### config.mk
export PLATFORM = sky130hd
export DESIGN_NAME = lsr_limit_status
export DESIGN_NICKNAME = d
export VERILOG_FILES = /design/src/pkg/lsr_pkg.sv /design/src/hdl/lsr_limit_status.sv /design/src/hdl/lsr_status_byte.sv
export SDC_FILE = /design/constraint.sdc
export NUM_CORES = 1
export LEC_CHECK = 0
export CAP_MARGIN = 25
export CORE_UTILIZATION = 60
export DETAILED_ROUTE_END_ITERATION = 10
export DONT_BUFFER_PORTS = 1
export GPL_TIMING_DRIVEN = 0
export MAX_ROUTING_LAYER = met4
export PLACE_DENSITY_LB_ADDON = 0.25
export SLEW_MARGIN = 20
export SYNTH_ARGS = -nofsm -noshare
export SYNTH_HDL_FRONTEND = slang
export SYNTH_SLANG_ARGS = --single-unit
### constraint.sdc
create_clock -name clk_sys -period 4.5 [get_ports clk_sys]
set_clock_uncertainty 0.1 [all_clocks]
set_input_delay 0.225 -clock clk_sys [delete_from_list [all_inputs] [get_ports clk_sys]]
set_output_delay 0.225 -clock clk_sys [all_outputs]
set_load 0.02 [all_outputs]
### src/pkg/lsr_pkg.sv
package lsr_pkg;

  // widths
  localparam int STAT_W = 8;
  localparam int NCH    = 24;
  localparam int CH_W   = 5;
  localparam int TEMP_W = 8;

  // register addresses on the serial management port
  localparam logic [7:0] ADDR_STATUS_ONE   = 8'h20;
  localparam logic [7:0] ADDR_STATUS_TWO   = 8'h21;
  localparam logic [7:0] ADDR_STATUS_THREE = 8'h22;

  // reset and unmapped read values
  localparam logic [STAT_W-1:0] STATUS_RST  = 8'h00;
  localparam logic [STAT_W-1:0] RD_UNMAPPED = 8'h00;

  // channel codes; codes 0..23 equal the bit index in the 24-bit status
  localparam logic [CH_W-1:0] CH_REMOTE_TEMP_ONE = 5'h00;
  localparam logic [CH_W-1:0] CH_REMOTE_TEMP_TWO = 5'h01;
  localparam logic [CH_W-1:0] CH_STANDBY_SUPPLY  = 5'h02;
  localparam logic [CH_W-1:0] CH_MAIN_SUPPLY     = 5'h03;
  localparam logic [CH_W-1:0] CH_PLUS5_SUPPLY    = 5'h04;
  localparam logic [CH_W-1:0] CH_CORE_SUPPLY     = 5'h05;
  localparam logic [CH_W-1:0] CH_PLUS12_SUPPLY   = 5'h06;
  localparam logic [CH_W-1:0] CH_MINUS12_SUPPLY  = 5'h07;
  localparam logic [CH_W-1:0] CH_ANALOG_BASE     = 5'h08;
  localparam logic [CH_W-1:0] CH_FAN_BASE        = 5'h10;
  localparam logic [CH_W-1:0] CH_ANALOG_NINE     = 5'h18;
  localparam logic [CH_W-1:0] CH_LAST_STATUS     = 5'h17;

  // thermal alarm release hysteresis, degrees C (1 degree per lsb)
  localparam logic signed [TEMP_W:0] ALARM_HYST_DEGC = 9'sh005;

endpackage : lsr_pkg

### src/hdl/lsr_limit_status.sv
`timescale 1ns/1ps

// Functional notes
// - bit0 reg one follows remote one window
// - remote one bit set on alarm engage
// - remote one bit set on alarm release
// - bit1 follows remote two, or input nine
// - remote two bit set on engage, release
// - bit2 follows standby supply window
// - bit3 follows main 3.3 supply window
// - bit4 follows +5 supply window
// - bit5 follows core supply window
// - bit6 follows +12 supply window
// - bit7 follows -12 supply window
// - reg two bit n: analog input n
// - reg three bit n: fan n above high
// - three read-only bytes, reset zero
// - mask gates alert, not status bits
module lsr_limit_status
  import lsr_pkg::*;
(
  input  wire logic              clk_sys,
  input  wire logic              rst,
  input  wire logic              cmp_valid,
  input  wire logic [CH_W-1:0]   cmp_chan,
  input  wire logic [TEMP_W-1:0] cmp_value,
  input  wire logic              cmp_above_hi,
  input  wire logic              cmp_below_lo,
  input  wire logic              remote_temp_two_volt_mode,
  input  wire logic [TEMP_W-1:0] thermal_limit_one,
  input  wire logic [TEMP_W-1:0] thermal_limit_two,
  input  wire logic [NCH-1:0]    int_mask,
  input  wire logic              rd_req,
  input  wire logic [7:0]        rd_addr,
  output logic      [STAT_W-1:0] rd_data_q,
  output logic                   rd_ack_q,
  output logic                   alert_q,
  output logic      [1:0]        thermal_alarm_q
);

  // one-hot status bit for a channel code, zero when out of range
  function automatic logic [NCH-1:0] chan_onehot(input logic [CH_W-1:0] ch);
    logic [NCH-1:0] oh;
    oh = '0;
    if (ch <= CH_LAST_STATUS) begin
      oh[ch] = 1'b1;
    end
    return oh;
  endfunction : chan_onehot

  // {engage, release} of thermal alarm mode for one reading
  function automatic logic [1:0] alarm_step(
    input logic              active,
    input logic [TEMP_W-1:0] value,
    input logic [TEMP_W-1:0] limit
  );
    logic signed [TEMP_W:0] v;
    logic signed [TEMP_W:0] l;
    v = $signed({value[TEMP_W-1], value});
    l = $signed({limit[TEMP_W-1], limit});
    alarm_step = {!active && (v > l),
                  active && (v <= l - ALARM_HYST_DEGC)};
  endfunction : alarm_step

  logic [NCH-1:0]    status;
  logic [NCH-1:0]    upd_en;
  logic [NCH-1:0]    upd_val;
  logic [NCH-1:0]    evt_set;
  logic [STAT_W-1:0] status_one;
  logic [STAT_W-1:0] status_two;
  logic [STAT_W-1:0] status_three;
  logic [1:0]        thermal_alarm_d;
  logic              alert_d;
  logic [STAT_W-1:0] rd_sel;

  wire logic is_fan   = (cmp_chan >= CH_FAN_BASE) &&
                        (cmp_chan < CH_ANALOG_NINE);
  wire logic is_nine  = (cmp_chan == CH_ANALOG_NINE);
  wire logic is_rt2   = (cmp_chan == CH_REMOTE_TEMP_TWO);
  wire logic volt     = remote_temp_two_volt_mode;

  wire logic out_win  = cmp_above_hi || (cmp_below_lo && !is_fan);

  wire logic [CH_W-1:0] eff_chan = is_nine ? CH_REMOTE_TEMP_TWO : cmp_chan;
  wire logic src_ok   = is_nine ? volt : !(is_rt2 && volt);

  wire logic hit_one  = cmp_valid && (cmp_chan == CH_REMOTE_TEMP_ONE);
  wire logic hit_two  = cmp_valid && is_rt2 && !volt;

  wire logic [1:0] step_one = alarm_step(thermal_alarm_q[0], cmp_value,
                                         thermal_limit_one);
  wire logic [1:0] step_two = alarm_step(thermal_alarm_q[1], cmp_value,
                                         thermal_limit_two);
  wire logic [1:0] engage   = {hit_two && step_two[1],
                               hit_one && step_one[1]};
  wire logic [1:0] release_ = {hit_two && step_two[0],
                               hit_one && step_one[0]};

  assign upd_en  = (cmp_valid && src_ok) ? chan_onehot(eff_chan) : '0;
  assign upd_val = {NCH{out_win}};

  assign evt_set = {{(NCH-2){1'b0}}, engage | release_};

  assign thermal_alarm_d = (thermal_alarm_q | engage) & ~release_;

  assign alert_d = |(status & ~int_mask);

  assign rd_sel = (rd_addr == ADDR_STATUS_ONE)   ? status_one   :
                  (rd_addr == ADDR_STATUS_TWO)   ? status_two   :
                  (rd_addr == ADDR_STATUS_THREE) ? status_three :
                  RD_UNMAPPED;

  assign status = {status_three, status_two, status_one};

  lsr_status_byte u_status_one (
    .clk_sys  (clk_sys),
    .rst      (rst),
    .upd_en   (upd_en[7:0]),
    .upd_val  (upd_val[7:0]),
    .evt_set  (evt_set[7:0]),
    .status_q (status_one)
  );

  lsr_status_byte u_status_two (
    .clk_sys  (clk_sys),
    .rst      (rst),
    .upd_en   (upd_en[15:8]),
    .upd_val  (upd_val[15:8]),
    .evt_set  (evt_set[15:8]),
    .status_q (status_two)
  );

  lsr_status_byte u_status_three (
    .clk_sys  (clk_sys),
    .rst      (rst),
    .upd_en   (upd_en[23:16]),
    .upd_val  (upd_val[23:16]),
    .evt_set  (evt_set[23:16]),
    .status_q (status_three)
  );

  always_ff @(posedge clk_sys) begin
    if (rst) begin
      thermal_alarm_q <= 2'h0;
      alert_q         <= 1'b0;
      rd_data_q       <= STATUS_RST;
      rd_ack_q        <= 1'b0;
    end else begin
      thermal_alarm_q <= thermal_alarm_d;
      alert_q         <= alert_d;
      rd_data_q       <= rd_req ? rd_sel : rd_data_q;
      rd_ack_q        <= rd_req;
    end
  end
endmodule : lsr_limit_status

### src/hdl/lsr_status_byte.sv
`timescale 1ns/1ps

module lsr_status_byte
  import lsr_pkg::*;
(
  input  wire logic              clk_sys,
  input  wire logic              rst,
  input  wire logic [STAT_W-1:0] upd_en,
  input  wire logic [STAT_W-1:0] upd_val,
  input  wire logic [STAT_W-1:0] evt_set,
  output logic      [STAT_W-1:0] status_q
);

  logic [STAT_W-1:0] status_d;

  // hold until next result
  // event set wins over a clearing result in the same cycle
  assign status_d = evt_set | (upd_en & upd_val) | (~upd_en & status_q);

  always_ff @(posedge clk_sys) begin
    if (rst) begin
      status_q <= STATUS_RST;
    end else begin
      status_q <= status_d;
    end
  end
endmodule : lsr_status_byte

# Word level (Yosys, flattened, before mapping)
# Cells that the tools add are included.
[word_totals]
register_bits = 36
input_bits = 68
output_inout_bits = 12
word_cells = 75
[classes]
add_sub_neg = 2
n_lt_le_gt_ge = 9
n_eq_ne = 5
mux = 9
bitwise_logic = 19
reduce_logical = 24
[op_table]
columns = ["op", "n"]
rows = [
  ["$and A8 B8 Y8", 6],
  ["$mux W24", 2],
  ["$and A24 B24 Y24", 1],
  ["$eq A8 B6 Y1 const B", 3],
  ["$mux W8", 3],
  ["$not A24 Y24", 1],
  ["$not A8 Y8", 3],
  ["$or A8 B8 Y8", 3],
  ["$reduce_or A24 Y1", 1],
  ["$le A8 B9 Y1", 2],
  ["$sub A8 B4 Y9 const B", 2],
  ["$gt A8 B8 Y1", 2],
  ["$logic_and A1 B1 Y1", 16],
  ["$or A2 B8 Y8", 1],
  ["$lt A5 B6 Y1 const B", 1],
  ["$demux W1 S5", 1],
  ["$eq A5 B1 Y1 const B", 1],
  ["$eq A5 B5 Y1 const B", 1],
  ["$ge A5 B1 Y1 const B", 1],
  ["$ge A5 B5 Y1 const B", 1],
  ["$le A5 B5 Y1 const B", 1],
  ["$logic_not A1 Y1", 5],
  ["$logic_not A5 Y1", 1],
  ["$lt A5 B5 Y1 const B", 1],
  ["other kinds (6)", 8],
]

# Logic depth before layout (Yosys ltp)
[logic_depth]
ltp_word = 11
ltp_mapped = 11
mapped_depth_nobuf = 11

# By module
# From an unflattened synthesis, not the netlist that was laid out.
[hier_totals]
cells_unflattened = 404
area_unflattened_um2 = 3109.2
[modules_own_cells]
columns = ["module", "instances", "cells_each", "area_per_inst_um2", "seq_area_each_um2"]
rows = [
  ["lsr_limit_status", 1, 305, 2118.3, 240.2],
  ["lsr_status_byte", 3, 33, 330.3, 160.2],
]

# Worst setup path after synthesis
# No wires, ideal clock.
[synth_timing]
path_kind = "in2reg"
startpoint = "input thermal_limit_two[0]"
endpoint = "register thermal_alarm_q[1]"
setup_time_ns = 0.116
t_arrival_ns = 2.223
t_required_ns = 4.284
path_slack_ns = 2.061
path_stages = 11
n_path_buf = 0
cell_sequence = "inv_1 -> ha_1 -> nor2_1 -> nor4_1 -> xnor2_1 -> ha_1 -> a21oi_1 -> o32ai_1 -> a221o_1 -> a311o_1 -> and3b_1"
[synth_via]
elab_chain_cells = 6
elab_cells_between_ends = 10
classes_between = "add/sub (1); order compare (2); bitwise (3); reduce/logical (4)"
[synth_lines]
columns = ["item", "line", "text"]
rows = [
  ["start: declaration", "lsr_limit_status.sv:31", "input wire logic [TEMP_W-1:0] thermal_limit_two,"],
  ["$sub A8 B4 Y9", "lsr_limit_status.sv:62", "active && (v <= l - ALARM_HYST_DEGC)};"],
  ["$le A8 B9 Y1", "lsr_limit_status.sv:62", ""],
  ["$logic_and A1 B1 Y1", "lsr_limit_status.sv:62", ""],
  ["$logic_and A1 B1 Y1", "lsr_limit_status.sv:96", "wire logic [1:0] release_ = {hit_two && step_two[0],"],
  ["$not A2 Y2", "lsr_limit_status.sv:104", "assign thermal_alarm_d = (thermal_alarm_q | engage) & ~release_;"],
  ["$and A2 B2 Y2 (*)", "lsr_limit_status.sv:104", ""],
  ["end signal: assignment", "lsr_limit_status.sv:149", "thermal_alarm_q <= thermal_alarm_d;"],
  ["end: declaration", "lsr_limit_status.sv:38", "output logic [1:0] thermal_alarm_q"],
]
# Every way passes the cells marked *; elsewhere a longest branch is shown, timed or not.
# A chain may end at the register's enable or synchronous reset.

# Final worst setup path
# Same ends and word-level chain as after synthesis.

==> impl_metrics.toml <==
[yosys]
synthMuxAreaShare = 0.0665
synth_warnings = 0
ys_seq_elements = 36
synth-async-reset-ratio = 0
synth-xor-area-share = 0.0349
syn_inst = 391
synth_cell_types = 51
synth-simple-area-share = 0.248
synth_top_family_by_area = "simple AND/OR/NAND/NOR gates"
syn_area_per_cell_sq_um = 7.70
synth_fa_ha_area_frac = 0.150
synth_enable_flop_cells = 0
seq_area_frac_synth = 0.239
yosys_most_used_dff = "dfxtp_1"
syn_area_sq_mm = 0.00301
synth_compound_area_frac = 0.187
synth.net_count = 495

[finish]
layout_common_cells = "inv_1, nor2_1, ha_1, dfxtp_1, nand2_1"
insertedDiodeCount = 0
final_util = 0.665
fin_nets = 503
design_area_sq_mm = 0.00318
multiInputGateArea_sq_mm = 0.00206
fillers = 425
stdcell_count = 466
area_growth_pct = 5.69
final_common_cell = "inv_1"
regArea_sq_um = 721
drive_gt1_frac = 0.0426

[min_path]
hold_start = "cmp_chan[2]"
hp-class = "input port to flip-flop"
hold_depth = 2

[detailed_routing]
detail-route-antenna-nets = 0
top_layer = "met4"
totalWireLength_mm = 7.30
route.detailed.drc = 0
avgRoutedWirePerCell_microns = 15.7
met2_length_mm = 3.22
firstDrtPassIters = 5
met3_wirelength_microns = 549
routedLengthMet1_mm = 3.41
vias = 2819
drt-initial-drc-count = 162
avgViaCountPerCell = 6.05

[sta]
rsz0062_at_grt = "false"
timing.fmax_mhz = 420
setup_violations = 0
tightest_slew_ns = 0.626
timing.final.crit_share = 0.529
maxSlewHeadroom = 0.583
slew_violations = 0
tns_ns = 0
hold_violations = 0
period_needed_ns = 2.38

[setup_path]
reg2reg_to = "thermal_alarm_q[1]"
ff2ff_setup_slack_ns = 3.16
r2r-start = "thermal_alarm_q[1]"
end_kind = "flip-flop"
critPathLaunchType = "input port"
r2r_cells = 3
critical_path.max_fanout = 3
critPathKind = "input port to flip-flop"
slowest_stage = "nor4_1"
cp_common_cell = "ha_1"
max_stage_delay_ns = 0.36
worstPathCellList = "inv_1 > ha_1 > nor2_1 > nor4_1 > xnor2_1 > ha_1 > a21oi_1 > o32ai_1 > a221o_1 > a311o_1 > and3b_1"
crit_arrival_ns = 2.46
cp_data_required_time_ns = 4.58

[floorplan]
core_sq_mm = 0.00479
num_rows = 25
die_w_microns = 72.8
num_io_pins = 80
initial_utilization = 0.629
dieArea_sq_mm = 0.00530
die_y_microns = 72.8

[power]
irDropWorstVdd_mv = 0.117
p_per_area_mw_per_mm2 = 218
p_leak_uw = 0.00129
pwr-share-seq = 0.470
switching_share = 0.288
power_frac_clock = 0.308
p_int_uw = 495
power.switching_uw = 200
comb_power_share = 0.222

[clock_network]
post-cts-setup-buffer-count = 0
cts_max_level = 2
cts_sinks = 36
cts_buffer_depth = 2
cts_root_buf = "clkbuf_8"
clk_pin_slew_ns = 0.07
numCtsBuffers = 5
cts_tree = "built"
insertion_delay_ns = 0.29

[run_status]
status = "completed"

[global_route]
antenna_found_initial = 0
grt_pass1_vias = 2592
grt_pass1_wl_mm = 11.7
track_usage = 0.295
grt_max_degree = 11
overflow = 0

[place]
numPlacedInstances = 458
placed_area_sq_mm = 0.00309
gp_congestion = 0.907
dpl.hpwl_mm = 5.84
io_buffers = 0

[run]
max-cap-violations = 0
==> power groups by stage <==
stage,Clock (uW),Sequential (uW),Combinational [uW]
2_1_floorplan,0,333,123
3_3_place_gp,0,333,147
3_5_place_dp,0,333,152
4_1_cts,218,326,154
5_1_grt,231,327,176
6_report,214,326,154
==> final cells by class <==
cell class / count / share of cell area
buffer: 13 / 0.0165
clock buffer: 6 / 0.0228
clock inverter: 1 / 0.00157
inverter: 46 / 0.0543
multi-input combinational: 296 / 0.649
sequential: 36 / 0.227
tap: 67 / 0.0263
timing repair buffer: 1 / 0.00315
==> worst max-delay path by stage <==
stage                              start                  to  slack [ns]  cells past startpoint
CTS                 thermal_limit_two[0]  thermal_alarm_q[1]        2.10                     11
global route        thermal_limit_two[0]  thermal_alarm_q[1]        1.95                     11
finish              thermal_limit_two[0]  thermal_alarm_q[1]        2.12                     11
global placement    thermal_limit_two[0]  thermal_alarm_q[1]        1.85                     11
floorplan           thermal_limit_two[0]  thermal_alarm_q[1]        2.06                     11
detailed placement  thermal_limit_two[0]  thermal_alarm_q[1]        1.81                     11
==> cells by family (layout without fill, tap and decap cells) <==
group	after synthesis	count (layout)
AO/OA/AOI/OAI	87	87
AND/OR/NAND/NOR	141	141
multiplexers	20	20
buffers and inverters	59	67
adder cells (fa/ha/maj)	36	36
flip-flops	36	36
XOR/XNOR	12	12
==> critical path: cells and delay by family <==
family | cells | cell delay, ns
AOI/OAI and AO/OA | 4 | 0.93
xor gates and xnor gates | 1 | 0.18
adders and majority gates | 2 | 0.46
buffers and inverters | 1 | 0.06
and+or+nand+nor | 3 | 0.60
==> metal layers <==
layer / GRT usage / vias up
met3: 0.0677 / 14
met1: 0.395 / 1288
met4: 0.0806 / 0
met2: 0.444 / 110
met5: - / -
li1: - / 1407
==> stage by stage <==
stage / total power [uW] / hold WS (ns) / setup WS, ns
after floorplan: 456 / 0.253 / 2.06
after global placement: 481 / 0.255 / 1.85
after detailed placement: 486 / 0.265 / 1.81
after CTS: 698 / 0.0469 / 2.10
after global routing: 733 / 0.0554 / 1.95
final: 695 / 0.0496 / 2.12
==> timing repair <==
action / in CTS / in global routing
hold buffers: 1 / 0
endpoints found under the hold margin: 1 / 0
gates resized for setup: 0 / 0
==> synthesized netlist by cell type, drive strengths merged, types with 2 or more instances <==
library cell,n,share of area
inv,46,0.057
nor2,44,0.055
dfxtp,36,0.24
ha,36,0.15
nand2,27,0.034
a21oi,23,0.038
o21ai,21,0.035
mux2i,20,0.066
nand4,17,0.035
nor2b,17,0.035
a211oi,11,0.029
clkbuf,10,0.012
xnor2,10,0.029
o22ai,9,0.019
nand3,5,0.0083
nor4,5,0.010
a21o,4,0.010
nor3,4,0.0083
buf,3,0.0050
nand2b,3,0.0062
nor3b,3,0.0091
a221o,2,0.0067
a221oi,2,0.0058
a31oi,2,0.0042
a41oi,2,0.0058
and3b,2,0.0058
nand3b,2,0.0050
nand4b,2,0.0058
nor4bb,2,0.0067
o221ai,2,0.0058
or4,2,0.0050
xor2,2,0.0058
No activity file was read; power rests on OpenSTA's default activity.
